===== src/pkg/spi_core_pkg.sv =====
// shared constants and types for the serial shift core
package spi_core_pkg;
  localparam int unsigned  DATA_W          = 16;
  localparam int unsigned  NUM_CS          = 4;
  localparam int unsigned  CS_IDX_W        = 2;
  localparam int unsigned  BITS_W          = 5;
  localparam int unsigned  DIV_W           = 8;
  localparam int unsigned  DLY_W           = 8;
  localparam logic [4:0]   MIN_BITS        = 5'h08;
  localparam logic [4:0]   MAX_BITS        = 5'h10;
  localparam logic [7:0]   DIV_INVALID     = 8'h00;
  localparam logic [15:0]  DUMMY_WORD      = 16'hFFFF;
  localparam logic [15:0]  TDR_RESET       = 16'h0000;
  localparam logic [15:0]  RDR_RESET       = 16'h0000;
  localparam logic [3:0]   CS_ALL_HIGH     = 4'hF;
  localparam logic [3:0]   CS_OE_ALL       = 4'hF;
  localparam int unsigned  IRQ_RDRF        = 0;
  localparam int unsigned  IRQ_TDRE        = 1;
  localparam int unsigned  IRQ_OVR         = 2;
  localparam int unsigned  IRQ_TXEMPTY     = 3;
  localparam int unsigned  IRQ_W           = 4;
  localparam real          CLK_PERIOD_NS   = 8.0;

  typedef logic [DATA_W-1:0] word_t;
  typedef logic [BITS_W-1:0] bits_t;
  typedef logic [DIV_W-1:0]  div_t;
  typedef logic [DLY_W-1:0]  dly_t;
endpackage


===== src/pkg/shift_if.sv =====
// link between the sequencer and the shift engine
interface shift_if;
  import spi_core_pkg::*;
  logic  load;
  word_t load_data;
  bits_t bits;
  logic  phase;
  logic  lead;
  logic  trail;
  logic  in_bit;
  logic  out_bit;
  word_t rx_word;
  logic  done;

  modport ctrl (output load, load_data, bits, phase, lead, trail, in_bit,
                input  out_bit, rx_word, done);
  modport eng  (input  load, load_data, bits, phase, lead, trail, in_bit,
                output out_bit, rx_word, done);
endinterface


===== src/core/shift_engine.sv =====
// single shift register: serial out and serial in through the same register
module shift_engine
  import spi_core_pkg::*;
(
  // clock and reset
  input  wire logic clk_in,
  input  wire logic resetn_in,
  // sequencer side
  shift_if.eng      sh
);
  typedef struct packed {
    word_t sreg;
    logic  sample;
    logic  out;
    bits_t cnt;
  } eng_s;

  eng_s  r_q;
  eng_s  r_d;
  logic [3:0] msb;
  word_t      shifted;

  always_comb
  begin
    r_d     = r_q;
    msb     = 4'(sh.bits - 5'h01);
    shifted = {r_q.sreg[DATA_W-2:0], (sh.phase ? r_q.sample : sh.in_bit)};
    if (sh.load)
    begin
      r_d.sreg = sh.load_data;
      r_d.out  = sh.load_data[msb];
      r_d.cnt  = sh.bits;
    end
    else if (sh.lead && r_q.cnt != '0)
    begin
      if (sh.phase)
        r_d.sample = sh.in_bit;
      else
        r_d.out = r_q.sreg[msb];
    end
    else if (sh.trail && r_q.cnt != '0)
    begin
      r_d.sreg = shifted;
      r_d.cnt  = r_q.cnt - 5'h01;
      if (sh.phase)
        r_d.out = shifted[msb];
    end
  end

  always_ff @(posedge clk_in or negedge resetn_in)
  begin
    if (!resetn_in)
      r_q <= '0;
    else
      r_q <= r_d;
  end

  assign sh.out_bit = r_q.out;
  // done ignores load, so the sequencer may reload on the last edge without a loop
  assign sh.done    = sh.trail && r_q.cnt == 5'h01;
  // word including the bit of the current trailing shift, taken on done
  assign sh.rx_word = shifted & (DUMMY_WORD >> (5'(DATA_W) - sh.bits));
endmodule


===== src/core/spi_master_slave_shift_core.sv =====
// serial shift core: master sequencer, slave front end, holding registers
module spi_master_slave_shift_core
  import spi_core_pkg::*;
#(
  parameter int unsigned N_CS = NUM_CS
)
(
  // clock and reset
  input  wire logic                   clk_in,
  input  wire logic                   resetn_in,
  // mode and control
  input  wire logic                   enable_in,
  input  wire logic                   master_select_bit_in,
  input  wire logic                   decode_mode_in,
  input  wire logic [3:0]             peripheral_chip_select_in,
  input  wire logic [IRQ_W-1:0]       irq_enable_in,
  // per chip select configuration, and the one shared gap between selects
  input  wire logic [N_CS-1:0]        clock_idle_polarity_in,
  input  wire logic [N_CS-1:0]        clock_capture_phase_in,
  input  spi_core_pkg::bits_t         word_bits_in [N_CS],
  input  spi_core_pkg::div_t          serial_clock_divisor_in [N_CS],
  input  spi_core_pkg::dly_t          delay_before_clock_in [N_CS],
  input  spi_core_pkg::dly_t          delay_between_xfer_in [N_CS],
  input  spi_core_pkg::dly_t          delay_between_cs_in,
  // holding registers
  input  spi_core_pkg::word_t         transmit_holding_register_in,
  input  wire logic                   tx_write_in,
  input  wire logic                   rx_read_in,
  input  wire logic                   status_read_in,
  output spi_core_pkg::word_t         rx_data_out,
  output logic                        rx_full_out,
  output logic                        tx_empty_out,
  output logic                        overrun_out,
  output logic                        idle_out,
  // dma and interrupt
  output logic                        rx_dma_req_out,
  output logic                        tx_dma_req_out,
  output logic                        irq_out,
  // serial pins
  output logic                        sck_out,
  output logic                        sck_oe_out,
  input  wire logic                   sck_in,
  output logic                        mosi_out,
  output logic                        mosi_oe_out,
  input  wire logic                   mosi_in,
  output logic                        miso_out,
  output logic                        miso_oe_out,
  input  wire logic                   miso_in,
  output logic [3:0]                  chip_select_out,
  output logic [3:0]                  chip_select_oe_out,
  input  wire logic                   chip_select_zero_in
);
  import spi_core_pkg::*;

  if (N_CS != NUM_CS)
  begin : g_check
    $error("core serves exactly four chip selects");
  end

  typedef enum logic [2:0] {ST_IDLE, ST_CS_GAP, ST_SETUP, ST_SHIFT, ST_HOLD} mst_e;

  typedef struct packed {
    mst_e                st;
    word_t               tdr;
    logic                tdre;
    word_t               rdr;
    logic                rdrf;
    logic                ovr;
    dly_t                cnt;
    logic                half;
    logic [CS_IDX_W-1:0] idx;
    logic [3:0]          sel;
    logic [3:0]          last_sel;
    logic                have_last;
    logic [3:0]          cs;
    logic                sck;
    logic                sck_s1;
    logic                sck_s2;
    logic                sck_s3;
    logic                ss_s1;
    logic                ss_s2;
    logic                ss_s3;
  } core_s;

  core_s r_q;
  core_s r_d;

  shift_if sh ();

  shift_engine u_engine (
    .clk_in    (clk_in),
    .resetn_in (resetn_in),
    .sh        (sh.eng)
  );

  // one-hot active-low pattern, or raw code for an external decoder
  function automatic logic [3:0] cs_pattern(input logic dec, input logic [3:0] pcs);
    logic [3:0] p;
    p = 4'h7;
    if (dec)
      p = pcs;
    else if (!pcs[0])
      p = 4'hE;
    else if (!pcs[1])
      p = 4'hD;
    else if (!pcs[2])
      p = 4'hB;
    return p;
  endfunction

  function automatic logic [CS_IDX_W-1:0] cs_index(input logic dec, input logic [3:0] pcs);
    logic [CS_IDX_W-1:0] i;
    i = 2'h3;
    if (dec)
      i = pcs[3:2];
    else if (!pcs[0])
      i = 2'h0;
    else if (!pcs[1])
      i = 2'h1;
    else if (!pcs[2])
      i = 2'h2;
    return i;
  endfunction

  function automatic bits_t clamp_bits(input bits_t b);
    return (b < MIN_BITS) ? MIN_BITS : ((b > MAX_BITS) ? MAX_BITS : b);
  endfunction

  logic [CS_IDX_W-1:0] new_idx;
  logic [3:0]          new_sel;
  logic [CS_IDX_W-1:0] cfg_idx;
  logic                master;
  logic                pol;
  logic                ss_low;
  logic                s_lead;
  logic                s_trail;
  logic                ld_taken;

  assign master  = master_select_bit_in;
  assign new_idx = cs_index(decode_mode_in, peripheral_chip_select_in);
  assign new_sel = cs_pattern(decode_mode_in, peripheral_chip_select_in);
  assign cfg_idx = master ? r_q.idx : '0;
  assign pol     = clock_idle_polarity_in[cfg_idx];
  assign ss_low  = !r_q.ss_s2;
  // slave edges from the synchronised incoming clock
  assign s_lead  = ss_low && r_q.sck_s3 == pol && r_q.sck_s2 != pol;
  assign s_trail = ss_low && r_q.sck_s3 != pol && r_q.sck_s2 == pol;

  always_comb
  begin
    r_d          = r_q;
    sh.load      = 1'b0;
    sh.load_data = r_q.tdre ? DUMMY_WORD : r_q.tdr;
    // new select only while idle; the running word keeps its own length
    sh.bits      = clamp_bits(word_bits_in[(master && r_q.st == ST_IDLE) ? new_idx : cfg_idx]);
    sh.phase     = clock_capture_phase_in[cfg_idx];
    sh.lead      = 1'b0;
    sh.trail     = 1'b0;
    sh.in_bit    = master ? miso_in : mosi_in;
    ld_taken     = 1'b0;
    r_d.sck_s1   = sck_in;
    r_d.sck_s2   = r_q.sck_s1;
    r_d.sck_s3   = r_q.sck_s2;
    r_d.ss_s1    = chip_select_zero_in;
    r_d.ss_s2    = r_q.ss_s1;
    r_d.ss_s3    = r_q.ss_s2;

    if (master && enable_in)
    begin
      case (r_q.st)
        ST_IDLE:
        begin
          r_d.cs = CS_ALL_HIGH;
          if (!r_q.tdre && serial_clock_divisor_in[new_idx] != DIV_INVALID)
          begin
            sh.load   = 1'b1;
            ld_taken  = 1'b1;
            r_d.idx   = new_idx;
            r_d.sel   = new_sel;
            if (r_q.have_last && r_q.last_sel != new_sel)
            begin
              r_d.st  = ST_CS_GAP;
              r_d.cnt = delay_between_cs_in;
            end
            else
            begin
              r_d.st  = ST_SETUP;
              r_d.cnt = delay_before_clock_in[new_idx];
            end
          end
        end
        ST_CS_GAP:
        begin
          r_d.cnt = r_q.cnt - 8'h01;
          if (r_q.cnt == '0)
          begin
            r_d.st  = ST_SETUP;
            r_d.cnt = delay_before_clock_in[r_q.idx];
          end
        end
        ST_SETUP:
        begin
          r_d.cs  = r_q.sel;
          r_d.cnt = r_q.cnt - 8'h01;
          if (r_q.cnt == '0)
          begin
            r_d.st   = ST_SHIFT;
            r_d.half = 1'b0;
            r_d.cnt  = serial_clock_divisor_in[r_q.idx] - 8'h01;
          end
        end
        ST_SHIFT:
        begin
          // baud generator: half period of divisor clock cycles
          r_d.cnt = r_q.cnt - 8'h01;
          if (r_q.cnt == '0)
          begin
            r_d.cnt  = serial_clock_divisor_in[r_q.idx] - 8'h01;
            r_d.half = !r_q.half;
            sh.lead  = !r_q.half;
            sh.trail = r_q.half;
          end
          if (sh.done)
          begin
            r_d.st  = ST_HOLD;
            r_d.cnt = delay_between_xfer_in[r_q.idx];
          end
        end
        ST_HOLD:
        begin
          r_d.cnt = r_q.cnt - 8'h01;
          if (r_q.cnt == '0)
          begin
            r_d.st        = ST_IDLE;
            r_d.cs        = CS_ALL_HIGH;
            r_d.last_sel  = r_q.sel;
            r_d.have_last = 1'b1;
          end
        end
        default:
          r_d.st = ST_IDLE;
      endcase
    end
    else
    begin
      r_d.st   = ST_IDLE;
      r_d.cs   = CS_ALL_HIGH;
      r_d.half = 1'b0;
      if (!master && enable_in)
      begin
        sh.lead  = s_lead;
        sh.trail = s_trail;
        if ((r_q.ss_s3 && !r_q.ss_s2) || (sh.done && ss_low))
        begin
          sh.load  = 1'b1;
          ld_taken = !r_q.tdre;
        end
      end
    end

    // idle clock level follows the active configuration
    r_d.sck = pol ^ (master && r_q.st == ST_SHIFT && r_d.half);

    if (tx_write_in && enable_in)
    begin
      r_d.tdr  = transmit_holding_register_in;
      r_d.tdre = 1'b0;
    end
    else if (ld_taken)
      r_d.tdre = 1'b1;

    if (rx_read_in)
      r_d.rdrf = 1'b0;
    if (status_read_in)
      r_d.ovr = 1'b0;
    if (sh.done)
    begin
      r_d.rdr  = sh.rx_word;
      r_d.rdrf = 1'b1;
      if (r_q.rdrf && !rx_read_in)
        r_d.ovr = 1'b1;
    end
  end

  always_ff @(posedge clk_in or negedge resetn_in)
  begin
    if (!resetn_in)
    begin
      r_q          <= '0;
      r_q.st       <= ST_IDLE;
      r_q.tdr      <= TDR_RESET;
      r_q.rdr      <= RDR_RESET;
      r_q.tdre     <= 1'b1;
      r_q.cs       <= CS_ALL_HIGH;
      r_q.last_sel <= CS_ALL_HIGH;
      r_q.sel      <= CS_ALL_HIGH;
      r_q.ss_s1    <= 1'b1;
      r_q.ss_s2    <= 1'b1;
      r_q.ss_s3    <= 1'b1;
    end
    else
      r_q <= r_d;
  end

  assign rx_data_out        = r_q.rdr;
  assign rx_full_out        = r_q.rdrf;
  assign tx_empty_out       = r_q.tdre;
  assign overrun_out        = r_q.ovr;
  assign idle_out           = r_q.tdre && r_q.st == ST_IDLE;
  assign rx_dma_req_out     = r_q.rdrf;
  assign tx_dma_req_out     = r_q.tdre && enable_in;
  assign irq_out            = (r_q.rdrf && irq_enable_in[IRQ_RDRF])
                           || (r_q.tdre && irq_enable_in[IRQ_TDRE])
                           || (r_q.ovr  && irq_enable_in[IRQ_OVR])
                           || (idle_out && irq_enable_in[IRQ_TXEMPTY]);
  assign sck_out            = r_q.sck;
  assign sck_oe_out         = master;
  assign mosi_out           = sh.out_bit;
  assign mosi_oe_out        = master;
  assign miso_out           = sh.out_bit;
  assign miso_oe_out        = !master && ss_low;
  assign chip_select_out    = r_q.cs;
  assign chip_select_oe_out = master ? CS_OE_ALL : 4'h0;
endmodule


===== config.mk =====
export PLATFORM = sky130hd
export DESIGN_NAME = spi_master_slave_shift_core
export DESIGN_NICKNAME = d
export VERILOG_FILES = /design/src/pkg/spi_core_pkg.sv /design/src/pkg/shift_if.sv /design/src/core/shift_engine.sv /design/src/core/spi_master_slave_shift_core.sv
export SDC_FILE = /design/constraint.sdc
export NUM_CORES = 1
export LEC_CHECK = 0
export BUFFER_PORTS_ARGS = -buffer_cell sky130_fd_sc_hd__buf_2
export CELL_PAD_IN_SITES_DETAIL_PLACEMENT = 2
export CELL_PAD_IN_SITES_GLOBAL_PLACEMENT = 2
export CORE_MARGIN = 2
export CORE_UTILIZATION = 35
export CTS_CLUSTER_SIZE = 16
export DETAILED_ROUTE_END_ITERATION = 7
export PLACE_DENSITY_LB_ADDON = 0.1
export SLEW_MARGIN = 20
export SYNTH_ARGS = -nofsm -noshare
export SYNTH_HDL_FRONTEND = slang
export SYNTH_SLANG_ARGS = --single-unit
export TNS_END_PERCENT = 30

===== constraint.sdc =====
create_clock -name clk_in -period 8.6 [get_ports clk_in]
set_input_delay 1.29 -clock clk_in [delete_from_list [all_inputs] [get_ports clk_in]]
set_output_delay 1.29 -clock clk_in [all_outputs]
set_load 0.01 [all_outputs]

==> results by group, run 1 <==
Setup path
  – Critical path buffer and inverter count: 3
  – Highest fanout seen on the critical path: 19
  – Req. time, crit path: about 8.8 ns
  – Largest stage delay on the critical path: around 0.52 ns
  – Cell family with the largest share of critical-path delay: compound AO/OA/AOI/OAI gates
  – Critical Path Sink Type: flip-flop
  – Critical-path cell with the highest stage delay: sky130_fd_sc_hd__a32oi_4
  – Type of the setup path with the least slack: primary input to flip-flop
  – Crit-path cells: buf_2, or2_0, a32oi_4, mux2i_1, mux2i_1, nor3_2, buf_4, ha_1, inv_1, mux4_2, a311oi_1, a31o_2, o41ai_2
  – Kind of start point of the critical path: primary input
  – Cell type with the highest occurrence count on the critical path: sky130_fd_sc_hd__mux2i_1
  – Data arrival time at the worst-slack endpoint: 5.04 ns

STA
  – Max Clock Skew: 0.01297 ns
  – Unrepaired setup endpoints after global routing: false
  – Slew of the pin with the lowest slew margin: about 1 ns
  – Final Hold Fails: 0
  – Total negative slack for setup checks: 0 ns
  – Final count of pins violating max slew: 0
  – Final critical-path required period: 4.809 ns
  – Worst rel slew slack: 33.33%
  – Post-layout worst setup margin: approximately 3.8 ns
  – Maximum operating frequency: 0.2080 GHz
  – Final period utilization: 55.91%
  – Setup-violating endpoint count in the final report: 0

Die
  – Area of the core: ~0.020 mm2
  – Horizontal die dimension: between 100 and 150 um
  – Die height: 147.2 um
  – Initial cell density of the core: 35.60%
  – IO Count: 205
  – Cell row count: 52
  – Die Outline Area: 0.02167 mm2

Global routing
  – Initial antenna violation count: 2
  – Largest net degree at the start of global routing: 58
  – First-pass GRT wire length: approximately 43000 um
  – Overall global routing resource usage: 25.45%
  – Remaining global-route overflow: 0
  – Number of global-route vias before repair: 7580

Drt
  – Average wire per standard cell: 23.59 um
  – Count of unresolved DRC violations after routing: 0
  – Routed via count divided by cell count: 5.848
  – Post-detailed-routing wire length: 27310 um
  – Drt initial violations: 217
  – Via count: 6772
  – Number of iterations in the first detailed-routing pass: 4
  – Post-route ant nets: 0

Pwr
  – Leakage power: 3.747 nW
  – Total power after layout: 1.794 mW
  – Cell internal pwr: roughly 1.1 mW
  – Share of power burned in the clock network: about a quarter
  – Combinational Power Share: 41.2%
  – Seq pwr share: 35.5%
  – Switching power share of the total: 38.53%
  – Switching power: 691.2 uW
  – VDD IR-drop max: 0.09728 mV
  – Power per unit of standard cell area: between 200 and 250 mW/mm2

Finish
  – Fillcell total: 2263
  – Final #Nets: about 1100
  – Synthesis-to-finish area growth: 18.70%
  – Layout Utilization: between 40 and 50%
  – Fraction of layout instances using a drive strength above 1: 38.04%

Logic synthesis
  – Proportion of register bits with asynchronous set or reset after synthesis: between 90% and 100%
  – Synthesis-stage register bit count: 92
  – Yosys warns: 0
  – Net Count, Synth: 909
  – Cell area after technology mapping: 0.007179 mm2
  – Count of flip-flops with a built-in enable after synthesis: 0
  – Main synth FF type: sky130_fd_sc_hd__dfrtp_1
  – Average cell area after synthesis: 9.835 um2
  – Cell variety after synth: 77
  – Sequential share of the synthesized area: 32.35%
  – Number of standard cells after synthesis: 730

Clock network
  – Quantity of hold-fixing buffers added after cts: 0
  – CTS tree: yes
  – Resize count post-CTS: 0
  – Post-CTS setup-driven buffer insertion count: 0
  – Num Clock Sinks: 92
  – Number of H-tree branching levels: 3
  – Clock Latency Late Sink: 0.36 ns
  – Clock-pin slew of the registers on the worst-case setup and hold paths: about 0.070 ns
  – Maximum buffer depth of the clock tree: 2
  – TritonCTS buffer count: 9
  – Clock Root Buffer: sky130_fd_sc_hd__clkbuf_16

Worst hold path
  – Type of the worst min-delay path: flip-flop to flip-flop

Placed design
  – Final estimated routing congestion in global placement: around 0.95
  – Detailed Place HPWL: around 22000 um
  – Quantity of I/O buffers inserted on ports: 204
  – Setup WS pre-CTS: 3.480 ns

Flow run
  – Maximum Capacitance Violations: 0

Status
  – Result of the run: completed
-- state kept, by name (all words and copies together) (netlist names) --
register	count
r_d	4
chip_select_out	4
tx_empty_out	1
u_engine.sh.out_bit	1
overrun_out	1
rx_dma_req_out	1
u_engine.r_q	22
rx_data_out	16
sck_out	1
r_q	41
-- cell type report --
class	count	area, um2	share of cell area [%]
Inverter	22	82.58	0.9690
Tap cell	270	337.8	3.964
Clock buffer	11	242.7	2.848
Multi-Input combinational cell	542	4372	51.30
Clock inverter	5	61.31	0.7194
Timing Repair Buffer	214	1099	12.89
Antenna cell	2	5.005	0.05873
Sequential cell	92	2322	27.25
-- worst paths after layout --
| kind | cells after the start | end | startpoint | slack (ns) |
|---|---|---|---|---|
| max in group asynchronous | 2 | rx_data_out[8]$_DFFE_PN0N_ | resetn_in | 6.56 |
| hold reg to reg | 0 | r_d[3]$_DFF_PN0_ | r_d[4]$_DFF_PN0_ | 0.36 |
| setup / recovery | 13 | u_engine.sh.out_bit$_DFFE_PN0P_ | peripheral_chip_select_in[0] | 3.79 |
| hold / removal | 0 | r_d[3]$_DFF_PN0_ | r_d[4]$_DFF_PN0_ | 0.36 |
| min in group asynchronous | 1 | r_q[50]$_DFFE_PN0P_ | resetn_in | 0.89 |
| setup reg to reg | 13 | u_engine.sh.out_bit$_DFFE_PN0P_ | r_q[68]$_DFFE_PN0P_ | 3.99 |
-- cells by family (layout without fill, tap and decap cells) --
family	count (synthesis)	in the layout	share of synthesized area [%]
xor gates and xnor gates	17	17	2.074
adders and majority gates	11	11	1.917
AOI/OAI and AO/OA	185	185	17.97
DFF	92	92	32.35
other	0	2	0
muxes	107	107	22.66
buffers and inverters	96	252	6.971
and+or+nand+nor	222	222	16.07
-- power by group through the flow --
stage	Sequential [mW]	Clock (mW)	Combinational (mW)
2_1_floorplan	0.595	0	0.537
3_3_place_gp	0.639	0	0.709
3_5_place_dp	0.646	0	0.739
4_1_cts	0.639	0.432	0.747
5_1_grt	0.651	0.445	0.812
6_report	0.637	0.418	0.739
-- per-layer routing --
layer	part of all wire, %	up-vias	GRT usage (%)	wire length [um]
met1	39	3459	28.88	10690
met5	0	-	0	0
met3	5.2	48	4.379	1407
met4	3.0	0	10.34	813
met2	53	227	47.20	14410
li1	-	3038	-	-
-- metrics by stage --
| stage | hold slack (ns) | std cells | instance area (um2) |
|---|---|---|---|
| floorplan | 0.3312 | 730 | 7179 |
| global placement | 0.3329 | 1140 | 8212 |
| detailed placement | 0.3444 | 1140 | 8212 |
| CTS | 0.3596 | 1156 | 8516 |
| global route | 0.3773 | 1158 | 8522 |
| finish | 0.3559 | 1158 | 8522 |
-- Yosys cell counts (3+ instances only) --
cell type | instances | area share, %
sky130_fd_sc_hd__a211oi_1 | 7 | 0.73
sky130_fd_sc_hd__a21boi_0 | 4 | 0.42
sky130_fd_sc_hd__a21o_1 | 4 | 0.42
sky130_fd_sc_hd__a21oi_1 | 46 | 3.2
sky130_fd_sc_hd__a221oi_1 | 3 | 0.37
sky130_fd_sc_hd__a22oi_1 | 5 | 0.52
sky130_fd_sc_hd__a311o_1 | 3 | 0.42
sky130_fd_sc_hd__a31o_2 | 3 | 0.37
sky130_fd_sc_hd__a31oi_1 | 7 | 0.61
sky130_fd_sc_hd__a32o_1 | 7 | 0.98
sky130_fd_sc_hd__a32oi_1 | 5 | 0.61
sky130_fd_sc_hd__and2_1 | 5 | 0.44
sky130_fd_sc_hd__and3_1 | 4 | 0.35
sky130_fd_sc_hd__buf_1 | 5 | 0.26
sky130_fd_sc_hd__buf_2 | 10 | 0.70
sky130_fd_sc_hd__buf_4 | 28 | 2.9
sky130_fd_sc_hd__buf_6 | 3 | 0.47
sky130_fd_sc_hd__clkbuf_1 | 28 | 1.5
sky130_fd_sc_hd__dfrtp_1 | 76 | 26
sky130_fd_sc_hd__dfstp_2 | 16 | 5.9
sky130_fd_sc_hd__ha_1 | 11 | 1.9
sky130_fd_sc_hd__inv_1 | 22 | 1.2
sky130_fd_sc_hd__mux2_2 | 31 | 4.9
sky130_fd_sc_hd__mux2i_1 | 35 | 4.9
sky130_fd_sc_hd__mux4_2 | 40 | 13
sky130_fd_sc_hd__nand2_1 | 53 | 2.8
sky130_fd_sc_hd__nand2b_1 | 17 | 1.5
sky130_fd_sc_hd__nand3_1 | 15 | 1.0
sky130_fd_sc_hd__nand3b_1 | 4 | 0.42
sky130_fd_sc_hd__nor2_1 | 50 | 2.6
sky130_fd_sc_hd__nor2b_1 | 4 | 0.35
sky130_fd_sc_hd__nor3_1 | 29 | 2.0
sky130_fd_sc_hd__nor3b_1 | 3 | 0.31
sky130_fd_sc_hd__nor4_1 | 12 | 1.0
sky130_fd_sc_hd__o211ai_1 | 7 | 0.73
sky130_fd_sc_hd__o21ai_0 | 39 | 2.7
sky130_fd_sc_hd__o21bai_1 | 3 | 0.31
sky130_fd_sc_hd__o221ai_1 | 3 | 0.37
sky130_fd_sc_hd__o22a_1 | 5 | 0.61
sky130_fd_sc_hd__o22ai_1 | 7 | 0.61
sky130_fd_sc_hd__or3_1 | 8 | 0.70
sky130_fd_sc_hd__xnor2_1 | 14 | 1.7
sky130_fd_sc_hd__xor2_1 | 3 | 0.37
-- layout by cell type, fill, tap and decap left out, drive strengths merged, types with 8 or more instances in the layout --
master  instances
buf           214
mux4           41
o21ai          39
dfrtp          76
nor4           12
nor3           31
nand2          53
a211oi          9
or3             8
inv            23
nor2           51
mux2i          35
dfstp          16
mux2           31
nand2b         17
clkbuf         11
ha             11
nand3          15
xnor2          14
a21oi          46
No activity file was read; power rests on OpenSTA's default activity.
==> inputs of run 2 (changes only) <==
--- a/config.mk
+++ b/config.mk
@@ -5,11 +5,12 @@
 export SDC_FILE = /design/constraint.sdc
 export NUM_CORES = 1
 export LEC_CHECK = 0
+export ABC_AREA = 1
 export BUFFER_PORTS_ARGS = -buffer_cell sky130_fd_sc_hd__buf_2
 export CELL_PAD_IN_SITES_DETAIL_PLACEMENT = 2
 export CELL_PAD_IN_SITES_GLOBAL_PLACEMENT = 2
 export CORE_MARGIN = 2
-export CORE_UTILIZATION = 35
+export CORE_UTILIZATION = 26
 export CTS_CLUSTER_SIZE = 16
 export DETAILED_ROUTE_END_ITERATION = 7
 export PLACE_DENSITY_LB_ADDON = 0.1
==> constraint.sdc (replaced) <==
create_clock -name clk_in -period 4.31 [get_ports clk_in]
set_input_delay 0.6465 -clock clk_in [delete_from_list [all_inputs] [get_ports clk_in]]
set_output_delay 0.6465 -clock clk_in [all_outputs]
set_load 0.01 [all_outputs]
==> run 2 against run 1 <==
Worst setup slack got worse by 3.0 ns; via count increased by 18%; first-iteration DRC count increased by 39%; non-clock buffer count increased by 3; clock skew increased by 0.0015 ns; synthesized cell count increased by 48%; clock power increased by 87%; final cell count increased by 41%; die area increased by 39%; critical endpoint unchanged; highest routed layer unchanged.
==> results by group, run 2 <==
Global routing
  – Overall global routing resource usage: 20.03% (was 25.45%)
  – Number of global-route vias before repair: 8718 (was 7580)
  – Largest net degree at the start of global routing: 59 (was 58)
  – Remaining global-route overflow: 0 (unchanged)
  – Initial antenna violation count: 0 (was 2)
  – First-pass GRT wire length: 48160 um (was 42930 um)

Drt
  – Routed met3 length: 1052 um (was 1407 um)
  – M1 wire length: 13300 um (was 10690 um)
  – Routed length on met2: 15470 um (was 14410 um)
  – Number of iterations in the first detailed-routing pass: 4 (unchanged)
  – Count of unresolved DRC violations after routing: 0 (unchanged)
  – Drt initial violations: 302 (was 217)
  – Average wire per standard cell: 18.56 um (was 23.59 um)
  – Post-route ant nets: 0 (unchanged)
  – Via count: 7986 (was 6772)
  – Post-detailed-routing wire length: 30200 um (was 27310 um)
  – Top layer in use: met4 (unchanged)
  – Routed via count divided by cell count: 4.908 (was 5.848)

Setup path
  – Kind of start point of the critical path: primary input (unchanged)
  – Largest stage delay on the critical path: 0.34 ns (was 0.52 ns)
  – Worst-case reg-to-reg path depth: 21 (was 13)
  – Type of the setup path with the least slack: primary input to flip-flop (unchanged)
  – Critical-path cell with the highest stage delay: sky130_fd_sc_hd__inv_1 (was sky130_fd_sc_hd__a32oi_4)
  – Cell type with the highest occurrence count on the critical path: sky130_fd_sc_hd__nand2_1 (was sky130_fd_sc_hd__mux2i_1)
  – Data arrival time at the worst-slack endpoint: 3.83 ns (was 5.04 ns)
  – Critical Path Sink Type: flip-flop (unchanged)
  – Highest fanout seen on the critical path: 21 (was 19)
  – Req. time, crit path: 4.60 ns (was 8.83 ns)
  – Crit-path cells: buf_2, o21ai_1, nand2_2, nand2_4, nand2_4, nand2_1, nand3_1, nand2_2, nand3_4, inv_2, ha_1, inv_1, nand3_1, nand2_1, nand2_1, nand2_1, inv_1, nand2_1, nand2_1, nand2_1, nor2_1, nor2_1 (was buf_2, or2_0, a32oi_4, mux2i_1, mux2i_1, nor3_2, buf_4, ha_1, inv_1, mux4_2, a311oi_1, a31o_2, o41ai_2)

Flow run
  – Maximum Capacitance Violations: 0 (unchanged)

Clock network
  – Clock Root Buffer: sky130_fd_sc_hd__clkbuf_16 (unchanged)
  – TritonCTS buffer count: 9 (unchanged)
  – CTS tree: yes (unchanged)
  – Number of H-tree branching levels: 3 (unchanged)
  – Clock-pin slew of the registers on the worst-case setup and hold paths: 0.07 ns (about the same)
  – Maximum buffer depth of the clock tree: 2 (unchanged)
  – Clock Latency Late Sink: 0.36 ns (about the same)
  – Quantity of hold-fixing buffers added after cts: 0 (unchanged)
  – Num Clock Sinks: 92 (unchanged)
  – Post-CTS setup-driven buffer insertion count: 0 (unchanged)
  – Resize count post-CTS: 0 (unchanged)

STA
  – Final critical-path required period: between 3 and 4 ns
  – Max Clock Skew: 0.01452 ns (was 0.01297 ns)
  – Final count of pins violating max slew: 0 (unchanged)
  – Final period utilization: 82.08%
  – Slew of the pin with the lowest slew margin: 0.8133 ns (was 1.000 ns)
  – Unrepaired setup endpoints after global routing: false (unchanged)
  – Worst Hold Margin: 0.3533 ns (was 0.3559 ns)
  – Final Hold Fails: 0 (unchanged)
  – Setup-violating endpoint count in the final report: 0 (unchanged)
  – Total negative slack for setup checks: 0 ns (unchanged)
  – Maximum operating frequency: 0.2827 GHz
  – Worst rel slew slack: 45.78% (was 33.33%)

Die
  – Cell row count: 62 (was 52)
  – Die Outline Area: 0.03015 mm2 (was 0.02167 mm2)
  – Initial cell density of the core: 26.21% (was 35.60%)
  – Horizontal die dimension: 173.6 um (was 147.2 um)
  – Area of the core: 0.02855 mm2 (was 0.02017 mm2)
  – Die height: 173.6 um (was 147.2 um)
  – IO Count: 205 (unchanged)

Logic synthesis
  – Proportion of netlist area held by the largest area contributor: 25.42% (was 26.49%)
  – Yosys top cell by area: sky130_fd_sc_hd__dfrtp_1 (unchanged)
  – Count of flip-flops with a built-in enable after synthesis: 0 (unchanged)
  – Leading cell type by number of instances after synthesis: sky130_fd_sc_hd__nand2_1 (was sky130_fd_sc_hd__dfrtp_1)
  – Proportion of register bits with asynchronous set or reset after synthesis: 100.0% (unchanged)
  – Synth top area cells: sky130_fd_sc_hd__dfrtp_1 25%, sky130_fd_sc_hd__nand2_1 12%, sky130_fd_sc_hd__o21ai_0 7.1%, sky130_fd_sc_hd__nor2_1 6.8%, sky130_fd_sc_hd__nand3_1 6.0% (was sky130_fd_sc_hd__dfrtp_1 26%, sky130_fd_sc_hd__mux4_2 13%, sky130_fd_sc_hd__dfstp_2 5.9%, sky130_fd_sc_hd__mux2i_1 4.9%, sky130_fd_sc_hd__mux2_2 4.9%)
  – Number of standard cells after synthesis: 1082 (was 730)
  – Sequential share of the synthesized area: 31.04% (was 32.35%)
  – Average cell area after synthesis: 6.915 um2 (was 9.835 um2)
  – Cell variety after synth: 56 (was 77)
  – Net Count, Synth: 1261 (was 909)
  – Top cell types by occurrence after synthesis: 237 x sky130_fd_sc_hd__nand2_1, 136 x sky130_fd_sc_hd__nor2_1, 106 x sky130_fd_sc_hd__o21ai_0, 98 x sky130_fd_sc_hd__inv_1, 89 x sky130_fd_sc_hd__nand3_1 (was 76 x sky130_fd_sc_hd__dfrtp_1, 53 x sky130_fd_sc_hd__nand2_1, 50 x sky130_fd_sc_hd__nor2_1, 46 x sky130_fd_sc_hd__a21oi_1, 40 x sky130_fd_sc_hd__mux4_2)
  – Cell area after technology mapping: 0.007482 mm2 (was 0.007179 mm2)
  – Synthesis-stage register bit count: 92 (unchanged)
  – Yosys warns: 0 (unchanged)
  – Main synth FF type: sky130_fd_sc_hd__dfrtp_1 (unchanged)

Finish
  – ANT cells: 0 (was 2)
  – Post-route insts no fill: 1627 (was 1158)
  – Top library cells by usage in the layout, fill and taps aside: 237 x sky130_fd_sc_hd__nand2_1, 203 x sky130_fd_sc_hd__buf_2, 136 x sky130_fd_sc_hd__nor2_1 (was 203 x sky130_fd_sc_hd__buf_2, 76 x sky130_fd_sc_hd__dfrtp_1, 53 x sky130_fd_sc_hd__nand2_1)
  – Fraction of layout instances using a drive strength above 1: 26.47% (was 38.04%)
  – Register with the most flip-flops: r_q (unchanged)
  – Most common cell after layout, fill and taps aside: sky130_fd_sc_hd__nand2_1 (was sky130_fd_sc_hd__buf_2)
  – Synthesis-to-finish area growth: 19.33% (was 18.70%)
  – Final #Nets: 1417 (was 1060)
  – Max reg flops: 41 (unchanged)
  – Layout Utilization: 31.28% (was 42.25%)

Pwr
  – Leakage power: 4.382 nW (was 3.747 nW)
  – Total power after layout: 4.838 mW (was 1.794 mW)
  – Power per unit of standard cell area: 541.8 mW/mm2 (was 210.5 mW/mm2)
  – VDD IR-drop max: 0.2122 mV (was 0.09728 mV)

Worst hold path
  – Type of the worst min-delay path: flip-flop to flip-flop (unchanged)
  – Worst hold path stage count: 0 (unchanged)

Placed design
  – Quantity of I/O buffers inserted on ports: 204 (unchanged)
  – Cells after DPL: 1611 (was 1140)
  – Final estimated routing congestion in global placement: 0.7782 (was 0.9541)
  – Detailed Place HPWL: 24220 um (was 21710 um)

Status
  – Result of the run: completed (unchanged)
[run 2: final timing paths]
path | start | endpoint | slack, ns
max in group asynchronous | resetn_in | r_q[13]$_DFFE_PN1P_ | 2.94
min reg2reg | r_d[4]$_DFF_PN0_ | r_d[3]$_DFF_PN0_ | 0.35
max reg2reg | r_q[67]$_DFFE_PN0P_ | u_engine.sh.out_bit$_DFFE_PN0P_ | 0.97
min in group asynchronous | resetn_in | overrun_out$_DFF_PN0_ | 0.37
max | decode_mode_in | u_engine.sh.out_bit$_DFFE_PN0P_ | 0.77
min | r_d[4]$_DFF_PN0_ | r_d[3]$_DFF_PN0_ | 0.35
[run 2: worst max-delay path, delay by kind of cell]
family	cells	cell delay, ns
AO/OA/AOI/OAI	1	0.22
adder cells (fa/ha/maj)	1	0.29
buffers and inverters	4	0.74
AND/OR/NAND/NOR	16	1.91
[run 2: cell families after synthesis]
| logic type | after synthesis | share of synthesized area [%] |
|---|---|---|
| AOI/OAI and AO/OA | 246 | 20.94 |
| xor gates and xnor gates | 16 | 1.873 |
| adders and majority gates | 11 | 1.839 |
| buffers and inverters | 184 | 11.42 |
| DFF | 92 | 31.04 |
| muxes | 18 | 2.709 |
| and+or+nand+nor | 515 | 30.18 |
[run 2: final cells by class]
cell class,count,area (um2)
Tap cell,384,480.5
Multi-Input combinational cell,806,4305
Timing Repair Buffer,217,1121
Sequential cell,92,2322
Clock inverter,6,46.29
Fill cell,3583,19620
Clock buffer,10,229.0
Inverter,112,424.2
[run 2: report_power, final]
group	switching, mW	total (mW)	internal, mW
sequential	0.228	1.36	1.13
combinational	1.81	2.70	0.888
clock	0.382	0.781	0.399
[run 2: routing by layer]
| layer | track usage [%] | up-vias |
|---|---|---|
| met2 | 36.92 | 143 |
| met5 | 0 | - |
| met4 | 4.657 | 0 |
| li1 | - | 3904 |
| met1 | 24.75 | 3914 |
| met3 | 2.544 | 25 |
[run 2: metrics by stage]
stage          setup WS [ns]  cell area [um2]
2_1_floorplan          1.301             7482
3_3_place_gp          0.5715             8653
3_5_place_dp          0.4168             8653
4_1_cts               0.7606             8929
5_1_grt               0.3747             8929
6_report              0.7724             8929
==> inputs of run 3 (changes only) <==
--- a/config.mk
+++ b/config.mk
@@ -5,12 +5,12 @@
 export SDC_FILE = /design/constraint.sdc
 export NUM_CORES = 1
 export LEC_CHECK = 0
-export ABC_AREA = 1
+export ABC_AREA = 0
 export BUFFER_PORTS_ARGS = -buffer_cell sky130_fd_sc_hd__buf_2
 export CELL_PAD_IN_SITES_DETAIL_PLACEMENT = 2
 export CELL_PAD_IN_SITES_GLOBAL_PLACEMENT = 2
 export CORE_MARGIN = 2
-export CORE_UTILIZATION = 26
+export CORE_UTILIZATION = 32
 export CTS_CLUSTER_SIZE = 16
 export DETAILED_ROUTE_END_ITERATION = 7
 export PLACE_DENSITY_LB_ADDON = 0.1
==> constraint.sdc (replaced) <==
create_clock -name clk_in -period 3.4 [get_ports clk_in]
set_input_delay 0.51 -clock clk_in [delete_from_list [all_inputs] [get_ports clk_in]]
set_output_delay 0.51 -clock clk_in [all_outputs]
set_load 0.01 [all_outputs]
==> run 3 against run 2 <==
Sequential share of layout area decreased by 0.43 points; via count decreased by 13%; hold slack got worse by 0.27 ns; global-route usage increased by 4.5 points; utilization increased by 10 points; final cell count decreased by 25%; register-to-register slack got worse by 0.76 ns; sequential cell count unchanged; power decreased by 1.3%; sequential power increased by 20%; clock power increased by 36%; critical path type is now flip-flop to flip-flop; largest cell class unchanged.
==> results by group, run 3 (synthesis gave the netlist of run 1 again) <==
Global routing
  – First-pass GRT wire length: 45370 um (was 48160 um)
  – Remaining global-route overflow: 0 (unchanged)
  – Largest net degree at the start of global routing: 64 (was 59)
  – Number of global-route vias before repair: 7854 (was 8718)
  – Initial antenna violation count: 0 (unchanged)
  – Overall global routing resource usage: 24.56% (was 20.03%)

Drt
  – Via count: 6915 (was 7986)
  – Routed via count divided by cell count: 5.673 (was 4.908)
  – Drt initial violations: 233 (was 302)
  – Number of iterations in the first detailed-routing pass: 7 (was 4)
  – Post-route ant nets: 0 (unchanged)
  – Average wire per standard cell: 23.88 um (was 18.56 um)
  – Post-detailed-routing wire length: 29120 um (was 30200 um)
  – Count of unresolved DRC violations after routing: 0 (unchanged)

Setup path
  – Critical R2R Launch: r_q[66]$_DFFE_PN0P_ (was r_q[67]$_DFFE_PN0P_)
  – Highest fanout seen on the critical path: 13 (was 21)
  – Worst-case reg-to-reg path depth: 13 (was 21)
  – Kind of start point of the critical path: flip-flop (was primary input)
  – Req. time, crit path: 3.65 ns (was 4.60 ns)
  – Critical Path Sink Type: flip-flop (unchanged)
  – Critical register-to-register path endpoint: u_engine.sh.out_bit$_DFFE_PN0P_ (unchanged)
  – Launch point of the critical path: r_q[66]$_DFFE_PN0P_ (was decode_mode_in)
  – Data arrival time at the worst-slack endpoint: 3.44 ns (was 3.83 ns)
  – Type of the setup path with the least slack: flip-flop to flip-flop (was primary input to flip-flop)
  – Register-to-register path setup slack: 0.21 ns (was 0.97 ns)

Finish
  – Max reg flops: 41 (unchanged)
  – Total non-filler cell area in the finished layout: 0.009092 mm2 (was 0.008929 mm2)
  – Top library cells by usage in the layout, fill and taps aside: 203 x sky130_fd_sc_hd__buf_2, 73 x sky130_fd_sc_hd__dfrtp_1, 61 x sky130_fd_sc_hd__buf_4 (was 237 x sky130_fd_sc_hd__nand2_1, 203 x sky130_fd_sc_hd__buf_2, 136 x sky130_fd_sc_hd__nor2_1)
  – Register with the most flip-flops: r_q (unchanged)
  – Synthesis-to-finish area growth: 26.65% (was 19.33%)
  – Final #Nets: 1113 (was 1417)
  – Fillcell total: 2442 (was 3583)
  – Fraction of layout instances using a drive strength above 1: 43.88% (was 26.47%)
  – Most common cell after layout, fill and taps aside: sky130_fd_sc_hd__buf_2 (was sky130_fd_sc_hd__nand2_1)
  – ANT cells: 0 (unchanged)

STA
  – Final period utilization: 93.73%
  – Maximum operating frequency: 0.3138 GHz
  – Final count of pins violating max slew: 0 (unchanged)
  – Setup-violating endpoint count in the final report: 0 (unchanged)
  – Max Clock Skew: 0.006845 ns (was 0.01452 ns)
  – Final Hold Fails: 0 (unchanged)
  – Total negative slack for setup checks: 0 ns (unchanged)
  – Final critical-path required period: 3.187 ns
  – Post-layout worst setup margin: 0.2133 ns (was 0.7724 ns)
  – Worst rel slew slack: 45.57% (was 45.78%)
  – Slew of the pin with the lowest slew margin: 0.8102 ns (was 0.8133 ns)

Placed design
  – Quantity of I/O buffers inserted on ports: 204 (unchanged)
  – Final estimated routing congestion in global placement: 0.9243 (was 0.7782)
  – Setup WS pre-CTS: -0.1753 ns (was 0.4168 ns)
  – Detailed Place HPWL: 23670 um (was 24220 um)
  – Post-placement cell area: 0.008700 mm2 (was 0.008653 mm2)

Clock network
  – CTS tree: yes (unchanged)
  – Maximum buffer depth of the clock tree: 2 (unchanged)
  – Number of H-tree branching levels: 3 (unchanged)
  – TritonCTS buffer count: 9 (unchanged)
  – Post-CTS setup-driven buffer insertion count: 0 (unchanged)
  – Clock-pin slew of the registers on the worst-case setup and hold paths: 0.07 ns (about the same)
  – Quantity of hold-fixing buffers added after cts: 0 (unchanged)
  – Clock Latency Late Sink: 0.36 ns (about the same)
  – Clock Root Buffer: sky130_fd_sc_hd__clkbuf_16 (unchanged)
  – Num Clock Sinks: 92 (unchanged)

Die
  – IO Count: 205 (unchanged)
  – Die height: 153.8 um (was 173.6 um)
  – Horizontal die dimension: 153.8 um (was 173.6 um)
  – Initial cell density of the core: 32.80% (was 26.21%)
  – Area of the core: 0.02189 mm2 (was 0.02855 mm2)
  – Die Outline Area: 0.02365 mm2 (was 0.03015 mm2)
  – Cell row count: 54 (was 62)

Worst hold path
  – Type of the worst min-delay path: primary input to async pin (was flip-flop to flip-flop)

Pwr
  – VDD IR-drop max: 0.2057 mV (was 0.2122 mV)
  – Power per unit of standard cell area: 525.1 mW/mm2 (was 541.8 mW/mm2)
  – Leakage power: 4.026 nW (was 4.382 nW)

Flow run
  – Maximum Capacitance Violations: 0 (unchanged)

Status
  – Result of the run: completed (unchanged)
run 3: final cells by class:
type	count	area (um2)	share of cell area, %
multi-input cells	542	4504	49.54
flip-flops and latches	92	2326	25.58
repair buffers	267	1525	16.77
well taps	280	350.3	3.853
clock buffers	10	229.0	2.518
inverters	22	85.08	0.9357
clock inverters	6	72.57	0.7981
run 3: timing repair:
item / CTS / global route
setup endpoints to repair: 1 / 9
pin swaps: 1 / 1
gates cloned: 0 / 0
resized for setup: 2 / 20
run 3: how the worst max path moves through the flow:
stage | to | slack (ns) | cells past startpoint
6_report | u_engine.sh.out_bit$_DFFE_PN0P_ | 0.21 | 13
5_1_grt | u_engine.sh.out_bit$_DFFE_PN0P_ | -0.02 | 14
4_1_cts | u_engine.sh.out_bit$_DFFE_PN0P_ | 0.03 | 14
3_5_place_dp | u_engine.sh.out_bit$_DFFE_PN0P_ | -0.18 | 14
3_3_place_gp | u_engine.sh.out_bit$_DFFE_PN0P_ | 0.03 | 14
2_1_floorplan | u_engine.sh.out_bit$_DFFE_PN0P_ | -0.05 | 16
run 3: worst max-delay path, stage by stage (launching register included):
cell	delay, ns
sky130_fd_sc_hd__dfrtp_2	0.47
sky130_fd_sc_hd__o31a_1	0.38
sky130_fd_sc_hd__a32oi_4	0.21
sky130_fd_sc_hd__mux2i_2	0.28
sky130_fd_sc_hd__mux2i_2	0.13
sky130_fd_sc_hd__nor3_2	0.19
sky130_fd_sc_hd__buf_6	0.17
sky130_fd_sc_hd__inv_2	0.07
sky130_fd_sc_hd__ha_4	0.17
sky130_fd_sc_hd__o21ai_2	0.16
sky130_fd_sc_hd__and2_4	0.31
sky130_fd_sc_hd__a31oi_1	0.11
sky130_fd_sc_hd__and3_1	0.23
sky130_fd_sc_hd__o41ai_2	0.20
run 3: where the power goes:
group / leakage (nW) / internal (mW) / switching, mW
combinational: 2.80 / 1.01 / 1.08
sequential: 1.09 / 1.33 / 0.293
clock: 0.144 / 0.580 / 0.478
run 3: through the flow:
| step | hold slack, ns | utilization, % | power [mW] | std cells |
|---|---|---|---|---|
| finish | 0.07901 | 41.54 | 4.774 | 1219 |
| global route | 0.1020 | 41.54 | 5.085 | 1219 |
| CTS | 0.08882 | 41.16 | 4.798 | 1219 |
| detailed placement | 0.3435 | 39.74 | 3.697 | 1203 |
| global placement | 0.3449 | 39.74 | 3.627 | 1203 |
| floorplan | 0.2144 | - | 2.899 | 730 |
run 3: layer usage:
layer	global-route usage, %	vias to the layer above	routed length (um)
li1	-	3142	-
met1	27.20	3506	11260
met2	46.62	209	15600
met3	4.453	58	1318
met4	8.869	0	934
met5	0	-	0
